### src/evpu_pkg.sv
// Constants and types for the exception vector and priority unit.
// Assumes a 16-bit core whose vectors live at $FFxx and a 32-bit register bus.
package evpu_pkg;

  // Register indices; byte address is four times the index
  localparam logic [7:0] EVPU_IDX_INT_CTRL = 8'h1E;
  localparam logic [7:0] EVPU_IDX_PRIO_ELEV = 8'h1F;
  localparam logic [7:0] EVPU_IDX_PENDING = 8'h20;
  localparam logic [7:0] EVPU_IDX_LAST_VEC = 8'h21;

  // Interrupt control fields
  localparam int EVPU_BIT_EDGE_SEL = 7;
  localparam int EVPU_BIT_PIN_CONN = 6;
  localparam int EVPU_BIT_STOP_DLY = 5;
  localparam logic EVPU_RST_EDGE_SEL = 1'b0;
  localparam logic EVPU_RST_PIN_CONN = 1'b1;
  localparam logic EVPU_RST_STOP_DLY = 1'b1;

  localparam logic [7:0] EVPU_RST_PRIO_ELEV = 8'hF2;
  localparam logic [7:0] EVPU_MAX_MASKABLE = 8'hF2;
  localparam logic [7:0] EVPU_VEC_HIGH_BYTE = 8'hFF;

  // Fixed vectors
  localparam logic [15:0] EVPU_VEC_RESET = 16'hFFFE;
  localparam logic [15:0] EVPU_VEC_CLKMON = 16'hFFFC;
  localparam logic [15:0] EVPU_VEC_WDOG = 16'hFFFA;
  localparam logic [15:0] EVPU_VEC_TRAP = 16'hFFF8;
  localparam logic [15:0] EVPU_VEC_SOFT = 16'hFFF6;
  localparam logic [15:0] EVPU_VEC_NMI = 16'hFFF4;

  // Maskable sources: index 0 is the external pin, 1..15 the peripherals
  localparam int EVPU_NUM_SRC = 16;
  localparam int EVPU_NUM_PERIPH = EVPU_NUM_SRC - 1;
  localparam logic [7:0] EVPU_SRC_VEC [EVPU_NUM_SRC] = '{
    8'hF2, 8'hF0, 8'hEE, 8'hEC, 8'hEA, 8'hE8, 8'hE6, 8'hE4,
    8'hE2, 8'hE0, 8'hDE, 8'hDC, 8'hDA, 8'hD8, 8'hD6, 8'hD2};

  // Stop-exit oscillator settle time, in E-clock cycles
  localparam int EVPU_STOP_DLY_CYCLES = 4096;

  typedef struct packed {
    logic edge_sel;
    logic pin_conn;
    logic stop_dly;
  } evpu_ctrl_t;

  typedef struct packed {
    logic [15:0] addr;
    logic valid;
  } evpu_vec_t;

  typedef enum logic [1:0] {EVPU_ST_BOOT, EVPU_ST_RUN, EVPU_ST_STOP_WAIT} evpu_state_t;

endpackage

### src/evpu_top.sv
// Exception vector and priority unit: vector selection, pin latching,
// interrupt control and priority-elevation registers on an Avalon-MM slave.
// Assumes peripherals hold their own flags and the CPU stacks registers.
`timescale 1ns/1ps
module evpu_top
  import evpu_pkg::*;
#(
  parameter int STOP_DLY_CYC = EVPU_STOP_DLY_CYCLES,
  parameter int ADDR_W = 8
) (
  input wire logic CLK,
  input wire logic RST_N,
  input wire logic SPECIAL_MODE,
  input wire logic CLKMON_CAUSE,
  input wire logic WDOG_CAUSE,
  input wire logic CPU_I_MASK,
  input wire logic CPU_X_MASK,
  input wire logic SVC_START,
  input wire logic SOFT_INT_EXEC,
  input wire logic ILLEGAL_OP,
  input wire logic STOP_WAKE,
  input wire logic EXT_INT_PIN_N,
  input wire logic NONMASKABLE_EXT_INT_PIN_N,
  input wire logic [EVPU_NUM_PERIPH-1:0] PERIPH_FLAG,
  input wire logic [EVPU_NUM_PERIPH-1:0] PERIPH_EN,
  input wire logic [ADDR_W-1:0] AVS_ADDRESS,
  input wire logic AVS_READ,
  input wire logic AVS_WRITE,
  input wire logic [31:0] AVS_WRITEDATA,
  input wire logic [3:0] AVS_BYTEENABLE,
  output logic [31:0] AVS_READDATA,
  output logic AVS_WAITREQUEST,
  output logic INT_REQ,
  output logic NMI_REQ,
  output logic [15:0] VECTOR,
  output logic VECTOR_VALID,
  output logic STOP_RELEASE
);

  if (ADDR_W < 8) begin : g_chk_addr
    $error("ADDR_W must hold the register indices");
  end
  if (STOP_DLY_CYC < 1 || STOP_DLY_CYC > 65535) begin : g_chk_dly
    $error("STOP_DLY_CYC out of counter range");
  end

  ////////////////////////////////////////////////////////////////////////////
  // Reset release

  logic rst_meta;
  logic rst_sync;

  // Entry is asynchronous; release needs two clock edges
  always_ff @(posedge CLK or negedge RST_N) begin
    if (!RST_N) begin
      rst_meta <= 1'b0;
      rst_sync <= 1'b0;
    end else begin
      rst_meta <= 1'b1;
      rst_sync <= rst_meta;
    end
  end

  ////////////////////////////////////////////////////////////////////////////
  // Functions

  // Source index for a vector byte; the pin when nothing matches
  function automatic logic [3:0] elev_index(input logic [7:0] b);
    logic [3:0] idx;
    idx = 4'h0;
    if (b <= EVPU_MAX_MASKABLE) begin
      for (int i = 0; i < EVPU_NUM_SRC; i++) begin
        if (EVPU_SRC_VEC[i] == b) begin
          idx = 4'(i);
        end
      end
    end
    return idx;
  endfunction

  function automatic logic [15:0] full_vec(input logic [3:0] idx);
    return {EVPU_VEC_HIGH_BYTE, EVPU_SRC_VEC[idx]};
  endfunction

  ////////////////////////////////////////////////////////////////////////////
  // Registers

  logic [ADDR_W-1:0] addr_hit;
  logic bus_req;
  logic wr_commit;
  logic wr_ctrl;
  logic wr_elev;

  evpu_ctrl_t ctrl;
  evpu_ctrl_t next_ctrl;
  logic edge_seen;
  logic next_edge_seen;
  logic dly_seen;
  logic next_dly_seen;
  logic [7:0] prio_elev;
  logic [7:0] next_prio_elev;
  logic special;
  logic next_special;
  logic [31:0] next_readdata;
  logic next_waitreq;

  assign addr_hit = AVS_ADDRESS;
  assign bus_req = AVS_READ | AVS_WRITE;
  // A write lands at the edge where the master sees waitrequest low
  assign wr_commit = AVS_WRITE & ~AVS_WAITREQUEST & AVS_BYTEENABLE[0];
  assign wr_ctrl = wr_commit && addr_hit == ADDR_W'(EVPU_IDX_INT_CTRL);
  assign wr_elev = wr_commit && addr_hit == ADDR_W'(EVPU_IDX_PRIO_ELEV);

  logic [EVPU_NUM_SRC-1:0] pend;
  logic [15:0] last_vec;
  evpu_state_t state;

  always_comb begin
    next_ctrl = ctrl;
    next_edge_seen = edge_seen;
    next_dly_seen = dly_seen;
    next_prio_elev = prio_elev;
    next_special = special;
    if (state == EVPU_ST_BOOT) begin
      next_special = SPECIAL_MODE;
    end
    if (wr_ctrl) begin
      next_edge_seen = 1'b1;
      next_dly_seen = 1'b1;
      // Normal modes take only the first write; special modes drop it
      if (special ? edge_seen : !edge_seen) begin
        next_ctrl.edge_sel = AVS_WRITEDATA[EVPU_BIT_EDGE_SEL];
      end
      next_ctrl.pin_conn = AVS_WRITEDATA[EVPU_BIT_PIN_CONN];
      if (special || !dly_seen) begin
        next_ctrl.stop_dly = AVS_WRITEDATA[EVPU_BIT_STOP_DLY];
      end
    end
    if (wr_elev && CPU_I_MASK) begin
      next_prio_elev = AVS_WRITEDATA[7:0];
    end
  end

  always_ff @(posedge CLK or negedge rst_sync) begin
    if (!rst_sync) begin
      ctrl <= '{EVPU_RST_EDGE_SEL, EVPU_RST_PIN_CONN, EVPU_RST_STOP_DLY};
      edge_seen <= 1'b0;
      dly_seen <= 1'b0;
      prio_elev <= EVPU_RST_PRIO_ELEV;
      special <= 1'b0;
    end else begin
      ctrl <= next_ctrl;
      edge_seen <= next_edge_seen;
      dly_seen <= next_dly_seen;
      prio_elev <= next_prio_elev;
      special <= next_special;
    end
  end

  ////////////////////////////////////////////////////////////////////////////
  // Bus slave: one wait state, read data sampled with waitrequest low

  always_comb begin
    next_waitreq = 1'b1;
    next_readdata = AVS_READDATA;
    if (bus_req && AVS_WAITREQUEST) begin
      next_waitreq = 1'b0;
      next_readdata = 32'h0000_0000;
      unique case (addr_hit)
        ADDR_W'(EVPU_IDX_INT_CTRL): begin
          next_readdata[EVPU_BIT_EDGE_SEL] = ctrl.edge_sel;
          next_readdata[EVPU_BIT_PIN_CONN] = ctrl.pin_conn;
          next_readdata[EVPU_BIT_STOP_DLY] = ctrl.stop_dly;
        end
        ADDR_W'(EVPU_IDX_PRIO_ELEV): next_readdata[7:0] = prio_elev;
        ADDR_W'(EVPU_IDX_PENDING): next_readdata[EVPU_NUM_SRC-1:0] = pend;
        ADDR_W'(EVPU_IDX_LAST_VEC): next_readdata[15:0] = last_vec;
        // Unmapped indices still answer so a stray access cannot hang the master
        default: next_readdata = 32'h0000_0000;
      endcase
    end
  end

  always_ff @(posedge CLK or negedge rst_sync) begin
    if (!rst_sync) begin
      AVS_WAITREQUEST <= 1'b1;
      AVS_READDATA <= 32'h0000_0000;
    end else begin
      AVS_WAITREQUEST <= next_waitreq;
      AVS_READDATA <= next_readdata;
    end
  end

  ////////////////////////////////////////////////////////////////////////////
  // Request gathering and priority

  logic pin_prev;
  logic next_pin_prev;
  logic edge_latch;
  logic next_edge_latch;
  logic pin_req;
  logic [3:0] elev_idx;
  logic [3:0] win_idx;
  logic win_any;

  // Inputs are synchronous to CLK; a one-cycle low is latched only when edge_sel is set
  assign pin_req = ctrl.pin_conn &
    (ctrl.edge_sel ? edge_latch : ~EXT_INT_PIN_N);

  // Peripheral flags are live levels held by the peripherals themselves
  assign pend = {PERIPH_FLAG & PERIPH_EN, pin_req};
  assign elev_idx = elev_index(prio_elev);

  always_comb begin
    win_idx = 4'h0;
    win_any = 1'b0;
    // Lowest index has the highest vector
    for (int i = EVPU_NUM_SRC - 1; i >= 0; i--) begin
      if (pend[i]) begin
        win_idx = 4'(i);
        win_any = 1'b1;
      end
    end
    // Elevation overrides the fixed order only while that source is pending
    if (pend[elev_idx]) begin
      win_idx = elev_idx;
    end
  end

  ////////////////////////////////////////////////////////////////////////////
  // Exception sequencing

  logic ext_serviced;
  logic [15:0] stop_cnt;
  logic [15:0] next_stop_cnt;
  evpu_state_t next_state;
  evpu_vec_t next_vec;
  logic [15:0] next_last_vec;
  logic next_int_req;
  logic next_nmi_req;
  logic next_stop_rel;

  always_comb begin
    next_pin_prev = EXT_INT_PIN_N;
    next_edge_latch = edge_latch;
    // Clear loses to a new edge in the same cycle
    if (ext_serviced) begin
      next_edge_latch = 1'b0;
    end
    if (ctrl.edge_sel && pin_prev && !EXT_INT_PIN_N) begin
      next_edge_latch = 1'b1;
    end
  end

  always_comb begin
    next_state = state;
    next_vec.addr = VECTOR;
    next_vec.valid = 1'b0;
    next_last_vec = last_vec;
    next_stop_cnt = stop_cnt;
    next_stop_rel = 1'b0;
    ext_serviced = 1'b0;
    next_int_req = win_any & ~CPU_I_MASK;
    next_nmi_req = ~NONMASKABLE_EXT_INT_PIN_N & ~CPU_X_MASK;
    unique case (state)
      EVPU_ST_BOOT: begin
        next_vec.valid = 1'b1;
        if (CLKMON_CAUSE) begin
          next_vec.addr = EVPU_VEC_CLKMON;
        end else if (WDOG_CAUSE) begin
          next_vec.addr = EVPU_VEC_WDOG;
        end else begin
          next_vec.addr = EVPU_VEC_RESET;
        end
        next_state = EVPU_ST_RUN;
      end
      EVPU_ST_RUN: begin
        if (ILLEGAL_OP) begin
          next_vec = '{EVPU_VEC_TRAP, 1'b1};
        end else if (SOFT_INT_EXEC) begin
          next_vec = '{EVPU_VEC_SOFT, 1'b1};
        end else if (SVC_START) begin
          next_vec.valid = 1'b1;
          if (!NONMASKABLE_EXT_INT_PIN_N && !CPU_X_MASK) begin
            next_vec.addr = EVPU_VEC_NMI;
          end else if (win_any && !CPU_I_MASK) begin
            next_vec.addr = full_vec(win_idx);
            ext_serviced = (win_idx == 4'h0);
          end else begin
            // Source vanished before the vector fetch
            next_vec.addr = EVPU_VEC_TRAP;
          end
        end else if (STOP_WAKE) begin
          if (ctrl.stop_dly) begin
            next_stop_cnt = 16'(STOP_DLY_CYC - 1);
            next_state = EVPU_ST_STOP_WAIT;
          end else begin
            next_stop_rel = 1'b1;
          end
        end
      end
      EVPU_ST_STOP_WAIT: begin
        // Settle time runs in whole cycles of this clock
        if (stop_cnt == 16'h0000) begin
          next_stop_rel = 1'b1;
          next_state = EVPU_ST_RUN;
        end else begin
          next_stop_cnt = stop_cnt - 16'h0001;
        end
      end
      default: begin
        // Unused state code: fall back to normal running
        next_state = EVPU_ST_RUN;
      end
    endcase
    if (next_vec.valid) begin
      next_last_vec = next_vec.addr;
    end
  end

  always_ff @(posedge CLK or negedge rst_sync) begin
    if (!rst_sync) begin
      state <= EVPU_ST_BOOT;
      pin_prev <= 1'b1;
      edge_latch <= 1'b0;
      stop_cnt <= 16'h0000;
      VECTOR <= EVPU_VEC_RESET;
      VECTOR_VALID <= 1'b0;
      last_vec <= EVPU_VEC_RESET;
      INT_REQ <= 1'b0;
      NMI_REQ <= 1'b0;
      STOP_RELEASE <= 1'b0;
    end else begin
      state <= next_state;
      pin_prev <= next_pin_prev;
      edge_latch <= next_edge_latch;
      stop_cnt <= next_stop_cnt;
      VECTOR <= next_vec.addr;
      VECTOR_VALID <= next_vec.valid;
      last_vec <= next_last_vec;
      INT_REQ <= next_int_req;
      NMI_REQ <= next_nmi_req;
      STOP_RELEASE <= next_stop_rel;
    end
  end

endmodule

### config.mk
export PLATFORM = sky130hd
export DESIGN_NAME = evpu_top
export DESIGN_NICKNAME = d
export VERILOG_FILES = /design/src/evpu_pkg.sv /design/src/evpu_top.sv
export SDC_FILE = /design/constraint.sdc
export NUM_CORES = 1
export LEC_CHECK = 0
export BUFFER_PORTS_ARGS = -buffer_cell sky130_fd_sc_hd__buf_2
export CORE_UTILIZATION = 50
export CTS_CLUSTER_SIZE = 24
export DETAILED_ROUTE_END_ITERATION = 10
export GPL_ROUTABILITY_DRIVEN = 0
export HOLD_SLACK_MARGIN = 0.12
export PLACE_DENSITY = 0.78
export SYNTH_ARGS = -nofsm -noshare
export SYNTH_HDL_FRONTEND = slang
export SYNTH_SLANG_ARGS = --single-unit
### constraint.sdc
create_clock -name CLK -period 3.3 [get_ports CLK]
set_clock_uncertainty 0.2 [all_clocks]
set_input_delay 0.33 -clock CLK [delete_from_list [all_inputs] [get_ports CLK]]
set_output_delay 0.33 -clock CLK [all_outputs]
set_load 0.03 [all_outputs]
==> results of run 1 <==
metal layers:
metal | global-route usage, % | part of all wire (%)
met5 | 0 | 0
met4 | 8.71 | 2.0
met3 | 4.01 | 6.6
met2 | 42.3 | 48
met1 | 32.9 | 44
cells by family after synthesis:
kind of cell | Yosys count | synth area share, %
simple gates | 209 | 22.1
fa+ha+maj | 7 | 1.84
xor+xnor | 10 | 1.84
flops | 88 | 47.2
mux | 21 | 4.85
compound gates | 121 | 16.7
other cells | 2 | 0.157
buf+inv | 49 | 5.30
synth_stat cells, drive strengths merged (5+ instances only):
cell type	count
nand2	63
dfrtp	49
nor2	42
dfstp	39
o21ai	36
or2	23
a21oi	21
buf	19
clkbuf	17
mux2	17
o31ai	17
a22o	14
nand3	14
nor3	14
inv	13
nor2b	9
and2	8
ha	7
nor4	7
xnor2	7
and3	6
nand3b	5
critical path, delay by kind of cell (launching register included):
| kind | cells | cell delay [ns] |
|---|---|---|
| AOI/OAI and AO/OA | 5 | 1.14 |
| muxes | 1 | 0.33 |
| and+or+nand+nor | 3 | 0.70 |
| DFF | 1 | 0.55 |
| adders and majority gates | 1 | 0.24 |
flip-flops by register name, summed over array words and instances (netlist names):
signal and cells:
stop_cnt 16, pin_prev 1, NMI_REQ 1, state 2, last_vec 16, INT_REQ 1, ctrl 3, rst_meta 1
dly_seen 1, rst_sync 1, STOP_RELEASE 1, AVS_READDATA 16, VECTOR 16, AVS_WAITREQUEST 1, edge_latch 1, VECTOR_VALID 1
prio_elev 8, special 1
worst paths after layout:
| path | to | depth (start not counted) |
|---|---|---|
| worst max-delay path | VECTOR[5] | 10 |
| worst min-delay path | rst_sync | 0 |
| worst max register to register | VECTOR[5] | 10 |
| worst min register to register | rst_sync | 0 |
| max in group asynchronous | prio_elev[2] | 0 |
| min in group asynchronous | state[1] | 0 |
layout by cell type (no fill, tap or decap), types with 3 or more instances in the layout:
master / count
sky130_fd_sc_hd__buf_2: 98
sky130_fd_sc_hd__nand2_1: 63
sky130_fd_sc_hd__dfrtp_1: 48
sky130_fd_sc_hd__nor2_1: 42
sky130_fd_sc_hd__dfstp_2: 39
sky130_fd_sc_hd__o21ai_0: 32
sky130_fd_sc_hd__or2_2: 22
sky130_fd_sc_hd__a21oi_1: 21
sky130_fd_sc_hd__dlygate4sd3_1: 18
sky130_fd_sc_hd__buf_4: 18
sky130_fd_sc_hd__mux2_2: 17
sky130_fd_sc_hd__o31ai_1: 17
sky130_fd_sc_hd__conb_1: 17
sky130_fd_sc_hd__nor3_1: 14
sky130_fd_sc_hd__a22o_1: 14
sky130_fd_sc_hd__inv_1: 13
sky130_fd_sc_hd__nand3_1: 13
sky130_fd_sc_hd__clkbuf_8: 9
sky130_fd_sc_hd__nor4_1: 7
sky130_fd_sc_hd__nor2b_1: 7
sky130_fd_sc_hd__xnor2_1: 7
sky130_fd_sc_hd__ha_1: 7
sky130_fd_sc_hd__and2_1: 6
sky130_fd_sc_hd__nand3b_1: 5
sky130_fd_sc_hd__and3_1: 5
sky130_fd_sc_hd__a22oi_1: 4
sky130_fd_sc_hd__a21o_1: 4
sky130_fd_sc_hd__mux2i_1: 4
sky130_fd_sc_hd__a31oi_1: 4
sky130_fd_sc_hd__a211oi_1: 4
sky130_fd_sc_hd__nor3b_1: 3
sky130_fd_sc_hd__or3_1: 3
sky130_fd_sc_hd__or4_4: 3
sky130_fd_sc_hd__xor2_1: 3
area by class of cell:
class                      count  area (um2)
timing repair buffer         134         806
fill                         785        3390
multi-input combinational    385        2350
inverter                      13        48.8
tap                          129         161
clock buffer                   9         124
clock inverter                 7         100
sequential                    88        2250
where the power goes:
| part | total (mW) | switching, mW | leakage, nW | internal [mW] |
|---|---|---|---|---|
| Clock | 0.821 | 0.446 | 0.112 | 0.375 |
| Combinational | 0.796 | 0.531 | 1.45 | 0.266 |
| Sequential | 1.27 | 0.0769 | 1.01 | 1.19 |
stage by stage:
step / std cells / power (mW)
CTS: 762 / 2.89
global route: 765 / 3.04
floorplan: 522 / 1.82
global placement: 727 / 2.02
detailed placement: 727 / 2.05
finish: 765 / 2.89
what timing repair did:
item	4_1_cts	5_1_grt
hold endpoints to repair	21	0
hold buffers	18	0
endpoints found under the setup margin	4	13
buffers inserted	1	3
pin swaps	0	2
gates resized for setup	2	6
==> out/qor.txt, run 1 <==
DETAILED ROUTING
--------------------------------------------------------------------------------------------------
Number of DRC markers after the initial detailed-route iteration                               189
Remaining routing DRC violations                                                                 0
Vias post-DR                                                                                 4,335
Routed WL per cell                                                                         15.9 um
Routed vias/inst                                                                              5.67
First-pass iteration count of the detailed router                                                4
DRT Wirelength                                                                           12,100 um
Number of nets still failing antenna checks after routing                                        0

STA
--------------------------------------------------------------------------------------------------
Unrepaired setup endpoints after global routing                                              false
Normalized max-slew margin                                                                   28.4%
Hold WS                                                                                   0.169 ns
Final count of negative-setup-slack endpoints                                                    0
Worst-margin pin slew                                                                      1.07 ns
Final Worst Setup Slack                                                                  0.0691 ns
Part of the cycle the worst path needs                                                       97.9%
Final hold viol count                                                                            0
Total negative slack                                                                          0 ns
Count of pins over their slew limit                                                              0
Maximum frequency from static timing analysis                                              310 MHz
Clock period minus worst slack                                                             3.23 ns

HOLD PATH
--------------------------------------------------------------------------------------------------
Path category of the worst min-delay check                                                 reg2reg
Source of the worst hold timing path                                                      rst_meta

YOSYS
--------------------------------------------------------------------------------------------------
Area share of the leading cell type in the synthesized netlist                               25.7%
Post-synthesis sequential area ratio                                                         47.2%
Distinct cell type count after synthesis                                                        61
Count of yosys warnings during synthesis                                                         0
Most instantiated flip-flop cell in the synthesis netlist                             sky130_fd_sc_hd__dfrtp_1
Main area contributors after synthesis                                                sky130_fd_sc_hd__dfrtp_1 26%, sky130_fd_sc_hd__dfstp_2 21%, sky130_fd_sc_hd__nand2_1 5.0%
Number of storage elements in the synthesis netlist                                             88
Library cell with the largest summed area after synthesis                             sky130_fd_sc_hd__dfrtp_1
Mapped Area                                                                            0.00477 mm2
Fraction of registers with async set or reset after synthesis                                 100%
Average instance area after synthesis                                                     9.41 um2
Post-synthesis instance total                                                                  507
Number of enable-type register cells in the synthesized netlist                                  0

FLOORPLAN
--------------------------------------------------------------------------------------------------
Floorplan die width                                                                        99.7 um
IO Pins                                                                                        142
Die height                                                                                 99.7 um
Core footprint                                                                         0.00924 mm2
Number of rows in the core area                                                                 35
Effective utilization at floorplan                                                           51.6%
Die area                                                                               0.00994 mm2

CRITICAL PATH
--------------------------------------------------------------------------------------------------
Reg-to-reg startpoint                                                                 prio_elev[5]
Critical path class                                                                        reg2reg
Worst path cell trace                                                                 nor2b_2 -> a21oi_1 -> o32a_1 -> a221o_1 -> o32ai_1 -> nand2b_1 -> mux2_2 -> ha_1 -> nor4b_2 -> o21ai_0
Arrival time of data at the critical path endpoint                                         3.32 ns
Crit path max fanout                                                                             4
Critical path required time                                                                3.39 ns
Slowest stage delay, CP                                                                    0.55 ns
Worst setup slack for register-to-register paths                                           0.07 ns
Sort of element at the end of the critical path                                          flip-flop
Slowest CP cell                                                                       sky130_fd_sc_hd__dfstp_2
Critical path launch point type                                                          flip-flop
Worst setup path start                                                                prio_elev[5]

RUN
--------------------------------------------------------------------------------------------------
Number of max-cap violations                                                                     0

OUTCOME
--------------------------------------------------------------------------------------------------
Outcome                                                                                  completed

FINAL LAYOUT
--------------------------------------------------------------------------------------------------
Layout-stage area growth over the synthesis result                                           22.6%
Post-layout util                                                                             63.3%
Layout cells sized above 1                                                                   35.1%
Post-route design area                                                                 0.00585 mm2
Antenna cells                                                                                    0
Net count, final                                                                               727

PLACED DESIGN
--------------------------------------------------------------------------------------------------
Placed Area                                                                            0.00539 mm2
Input/output buffers                                                                            98
Post-detailed-placement half-perimeter wirelength                                          8830 um
Post-Place Worst Slack                                                                  -0.0593 ns

CLOCK TREE
--------------------------------------------------------------------------------------------------
CTS sink count                                                                                  88
TritonCTS buffer count                                                                           9
Clock transition time at the flip-flop clock pins of the worst setup and hold paths        0.10 ns
Buffer cell driving the clock tree root                                               sky130_fd_sc_hd__clkbuf_8
H-tree depth                                                                                     3
TritonCTS clock tree                                                                         built
Number of buffers between clock root and the deepest sink                                        2
Later-pin clock latency in the skew report                                                 0.37 ns

GLOBAL ROUTE
--------------------------------------------------------------------------------------------------
Wire length of the first global-routing pass                                             19,600 um
Global-route total usage across every layer                                                  25.1%
Number of antenna violations at the first check in global routing                                0
Total congestion overflow after global routing                                                   0
Maximum number of pins on one net before global-route repair                                    87
Number of global-route vias before repair                                                    4,149

PWR
--------------------------------------------------------------------------------------------------
Peak VDD IR                                                                                 406 uV
Static Leakage                                                                             2.57 nW
Power per cell area                                                                     494 mW/mm2

Power figures use the tool's default switching activity.
==> run 2: changes to the inputs <==
==> config.mk (replaced) <==
export PLATFORM = sky130hd
export DESIGN_NAME = evpu_top
export DESIGN_NICKNAME = d
export VERILOG_FILES = /design/src/evpu_pkg.sv /design/src/evpu_top.sv
export SDC_FILE = /design/constraint.sdc
export NUM_CORES = 1
export LEC_CHECK = 0
export CORE_UTILIZATION = 50
export CTS_CLUSTER_SIZE = 40
export DETAILED_ROUTE_END_ITERATION = 10
export DONT_BUFFER_PORTS = 1
export GPL_ROUTABILITY_DRIVEN = 0
export HOLD_SLACK_MARGIN = 0.12
export MAX_ROUTING_LAYER = met4
export SYNTH_ARGS = -nofsm -noshare
export SYNTH_HDL_FRONTEND = slang
export SYNTH_SLANG_ARGS = --single-unit
==> run 2 against run 1 <==
Routed wire length is 5.4% lower; register-to-register slack worse by 0.03 ns; clock-buffer cell count stayed put; die area stayed put; largest cell class unchanged.
==> out/qor.txt, run 2 (same netlist as run 1, synthesis figures left out) <==
CLOCK TREE
--------------------------------------------------------------------------------------------------
CTS sink count                                                                                  88   unchanged
Buffer cell driving the clock tree root                                               sky130_fd_sc_hd__clkbuf_8   unchanged
Clock transition time at the flip-flop clock pins of the worst setup and hold paths        0.09 ns   was 0.10 ns
Number of buffers between clock root and the deepest sink                                        2   unchanged
H-tree depth                                                                                     3   unchanged
Later-pin clock latency in the skew report                                                 0.36 ns   was 0.37 ns
TritonCTS clock tree                                                                         built   unchanged
TritonCTS buffer count                                                                           9   unchanged

CRITICAL PATH
--------------------------------------------------------------------------------------------------
Sort of element at the end of the critical path                                          flip-flop   unchanged
Worst setup slack for register-to-register paths                                           0.04 ns   was 0.07 ns
Crit path max fanout                                                                             3   was 4
Number of cells on the worst reg-to-reg path                                                    10   unchanged
Critical path required time                                                                3.37 ns   was 3.39 ns
Critical path launch point type                                                          flip-flop   unchanged
Reg-to-reg startpoint                                                                 prio_elev[4]   was prio_elev[5]
Critical path class                                                                        reg2reg   unchanged
Arrival time of data at the critical path endpoint                                         3.33 ns   was 3.32 ns
Critical R2R Capture                                                                     VECTOR[5]   unchanged

STA
--------------------------------------------------------------------------------------------------
Unrepaired setup endpoints after global routing                                               true   was false
Part of the cycle the worst path needs                                                       98.7%   was 97.9%
Normalized max-slew margin                                                                   28.8%   was 28.4%
Maximum frequency from static timing analysis                                              307 MHz   was 310 MHz
Final hold viol count                                                                            0   unchanged
Hold WS                                                                                   0.100 ns   was 0.169 ns
Count of pins over their slew limit                                                              0   unchanged
Final count of negative-setup-slack endpoints                                                    0   unchanged
Worst-margin pin slew                                                                      1.07 ns   about the same
Clock period minus worst slack                                                             3.26 ns   was 3.23 ns

PLACED DESIGN
--------------------------------------------------------------------------------------------------
Post-detailed-placement half-perimeter wirelength                                          8140 um   was 8830 um
Input/output buffers                                                                             0   was 98
Placed Area                                                                            0.00490 mm2   was 0.00539 mm2

DETAILED ROUTING
--------------------------------------------------------------------------------------------------
Number of nets still failing antenna checks after routing                                        0   unchanged
Routed WL per cell                                                                         16.8 um   was 15.9 um
DRT Wirelength                                                                           11,500 um   was 12,100 um
First-pass iteration count of the detailed router                                                4   unchanged
Vias post-DR                                                                                 3,858   was 4,335
Number of DRC markers after the initial detailed-route iteration                               214   was 189
Routed vias/inst                                                                              5.66   was 5.67
Remaining routing DRC violations                                                                 0   unchanged

PWR
--------------------------------------------------------------------------------------------------
Peak VDD IR                                                                                 547 uV   was 406 uV
Overall power consumption                                                                  2.77 mW   was 2.89 mW
Power per cell area                                                                     500 mW/mm2   was 494 mW/mm2
Static Leakage                                                                             2.25 nW   was 2.57 nW

GLOBAL ROUTE
--------------------------------------------------------------------------------------------------
Number of global-route vias before repair                                                    3,760   was 4,149
Global-route total usage across every layer                                                  24.4%   was 25.1%
Wire length of the first global-routing pass                                             18,300 um   was 19,600 um
Number of antenna violations at the first check in global routing                                0   unchanged
Total congestion overflow after global routing                                                   0   unchanged
Maximum number of pins on one net before global-route repair                                    81   was 87

FINAL LAYOUT
--------------------------------------------------------------------------------------------------
Highest-count cells in the layout ignoring fill and taps                              63 x sky130_fd_sc_hd__nand2_1, 48 x sky130_fd_sc_hd__dfrtp_1, 42 x sky130_fd_sc_hd__nor2_1, 39 x sky130_fd_sc_hd__dfstp_2, 32 x sky130_fd_sc_hd__o21ai_0   was 98 x sky130_fd_sc_hd__buf_2, 63 x sky130_fd_sc_hd__nand2_1, 48 x sky130_fd_sc_hd__dfrtp_1, 42 x sky130_fd_sc_hd__nor2_1, 39 x sky130_fd_sc_hd__dfstp_2
Most frequent standard cell in the layout excluding fill and tap cells                sky130_fd_sc_hd__nand2_1   was sky130_fd_sc_hd__buf_2
Antenna cells                                                                                    0   unchanged
Area of combinational cells with multiple inputs                                       0.00243 mm2   was 0.00235 mm2
Post-route design area                                                                 0.00555 mm2   was 0.00585 mm2
Net count, final                                                                               644   was 727
Layout cells sized above 1                                                                   25.1%   was 35.1%
Filler Cells Inserted                                                                          798   was 785
Sequential cell area                                                                   0.00225 mm2   unchanged
Layout-stage area growth over the synthesis result                                           16.3%   was 22.6%

HOLD PATH
--------------------------------------------------------------------------------------------------
Path category of the worst min-delay check                                                  in2reg   was reg2reg
Source of the worst hold timing path                                                    WDOG_CAUSE   was rst_meta
Worst hold path endpoint                                                               last_vec[2]   was rst_sync
Instance count along the most critical hold path                                                 2   was 0

FLOORPLAN
--------------------------------------------------------------------------------------------------
Die height                                                                                 99.7 um   unchanged
IO Pins                                                                                        142   unchanged
Number of rows in the core area                                                                 35   unchanged
Effective utilization at floorplan                                                           51.6%   unchanged
Die area                                                                               0.00994 mm2   unchanged
Floorplan die width                                                                        99.7 um   unchanged
Core footprint                                                                         0.00924 mm2   unchanged

OUTCOME
--------------------------------------------------------------------------------------------------
Outcome                                                                                  completed   unchanged

RUN
--------------------------------------------------------------------------------------------------
Number of max-cap violations                                                                     0   unchanged

run 2: changes by cell type in the layout (fill, tap and decap cells not counted), sizes merged:
cell / before / now
bufinv: 1 / 0
inv: 16 / 15
clkinvlp: 0 / 1
dlygate4sd3: 18 / 28
clkinv: 3 / 4
buf: 116 / 23
run 2: per-layer routing:
metal  routed length, um  track usage [%]
met1                5220             31.7
met2                5410             38.7
met3                 693             4.71
met4                 164             7.69
met5                   0                -
run 2: how the worst max path moves through the flow:
stage	startpoint	endpoint	slack (ns)	depth (start not counted)
floorplan	prio_elev[4]	last_vec[3]	0.02	13
global placement	prio_elev[4]	VECTOR[5]	0.002	10
detailed placement	prio_elev[4]	VECTOR[5]	-0.10	10
CTS	prio_elev[4]	last_vec[3]	0.04	11
global route	prio_elev[4]	VECTOR[5]	-0.09	10
finish	prio_elev[4]	VECTOR[5]	0.04	10
run 2: cell type report:
class / instances / area share (%)
clock inverter: 7 / 1.40
timing repair buffer: 51 / 8.16
clock buffer: 9 / 2.23
multi-input combinational: 385 / 43.8
tap: 129 / 2.91
sequential: 88 / 40.6
inverter: 13 / 0.879
run 2: critical path: stages, from the launching register on:
cell	delay [ns]
sky130_fd_sc_hd__dfstp_2	0.55
sky130_fd_sc_hd__nor2b_4	0.18
sky130_fd_sc_hd__a21oi_2	0.07
sky130_fd_sc_hd__o32a_1	0.36
sky130_fd_sc_hd__a221o_1	0.31
sky130_fd_sc_hd__o32ai_2	0.26
sky130_fd_sc_hd__nand2b_1	0.18
sky130_fd_sc_hd__mux2_4	0.37
sky130_fd_sc_hd__ha_1	0.25
sky130_fd_sc_hd__nor4b_4	0.29
sky130_fd_sc_hd__o21ai_0	0.15
run 2: power by group:
group          total [mW]  internal (mW)  switching [mW]
sequential           1.34           1.20           0.142
combinational       0.711          0.250           0.461
clock               0.723          0.296           0.427
run 2: timing repair:
item,in CTS,in global routing
hold buffers,28,0
endpoints found under the setup margin,3,12
hold endpoints to repair,45,0
buffers inserted,1,8
resized for setup,1,20
pin swaps,0,11
run 2: stage by stage:
step | utilization, % | std cells | TNS [ns] | setup WS (ns)
final | 60.1 | 682 | 0 | 0.0424
after floorplan | - | 522 | 0 | 0.0198
after detailed placement | 53.0 | 629 | -0.163 | -0.104
after global placement | 53.0 | 629 | 0 | 0.00246
after global routing | 60.1 | 682 | -0.454 | -0.0892
after CTS | 58.4 | 674 | 0 | 0.0422
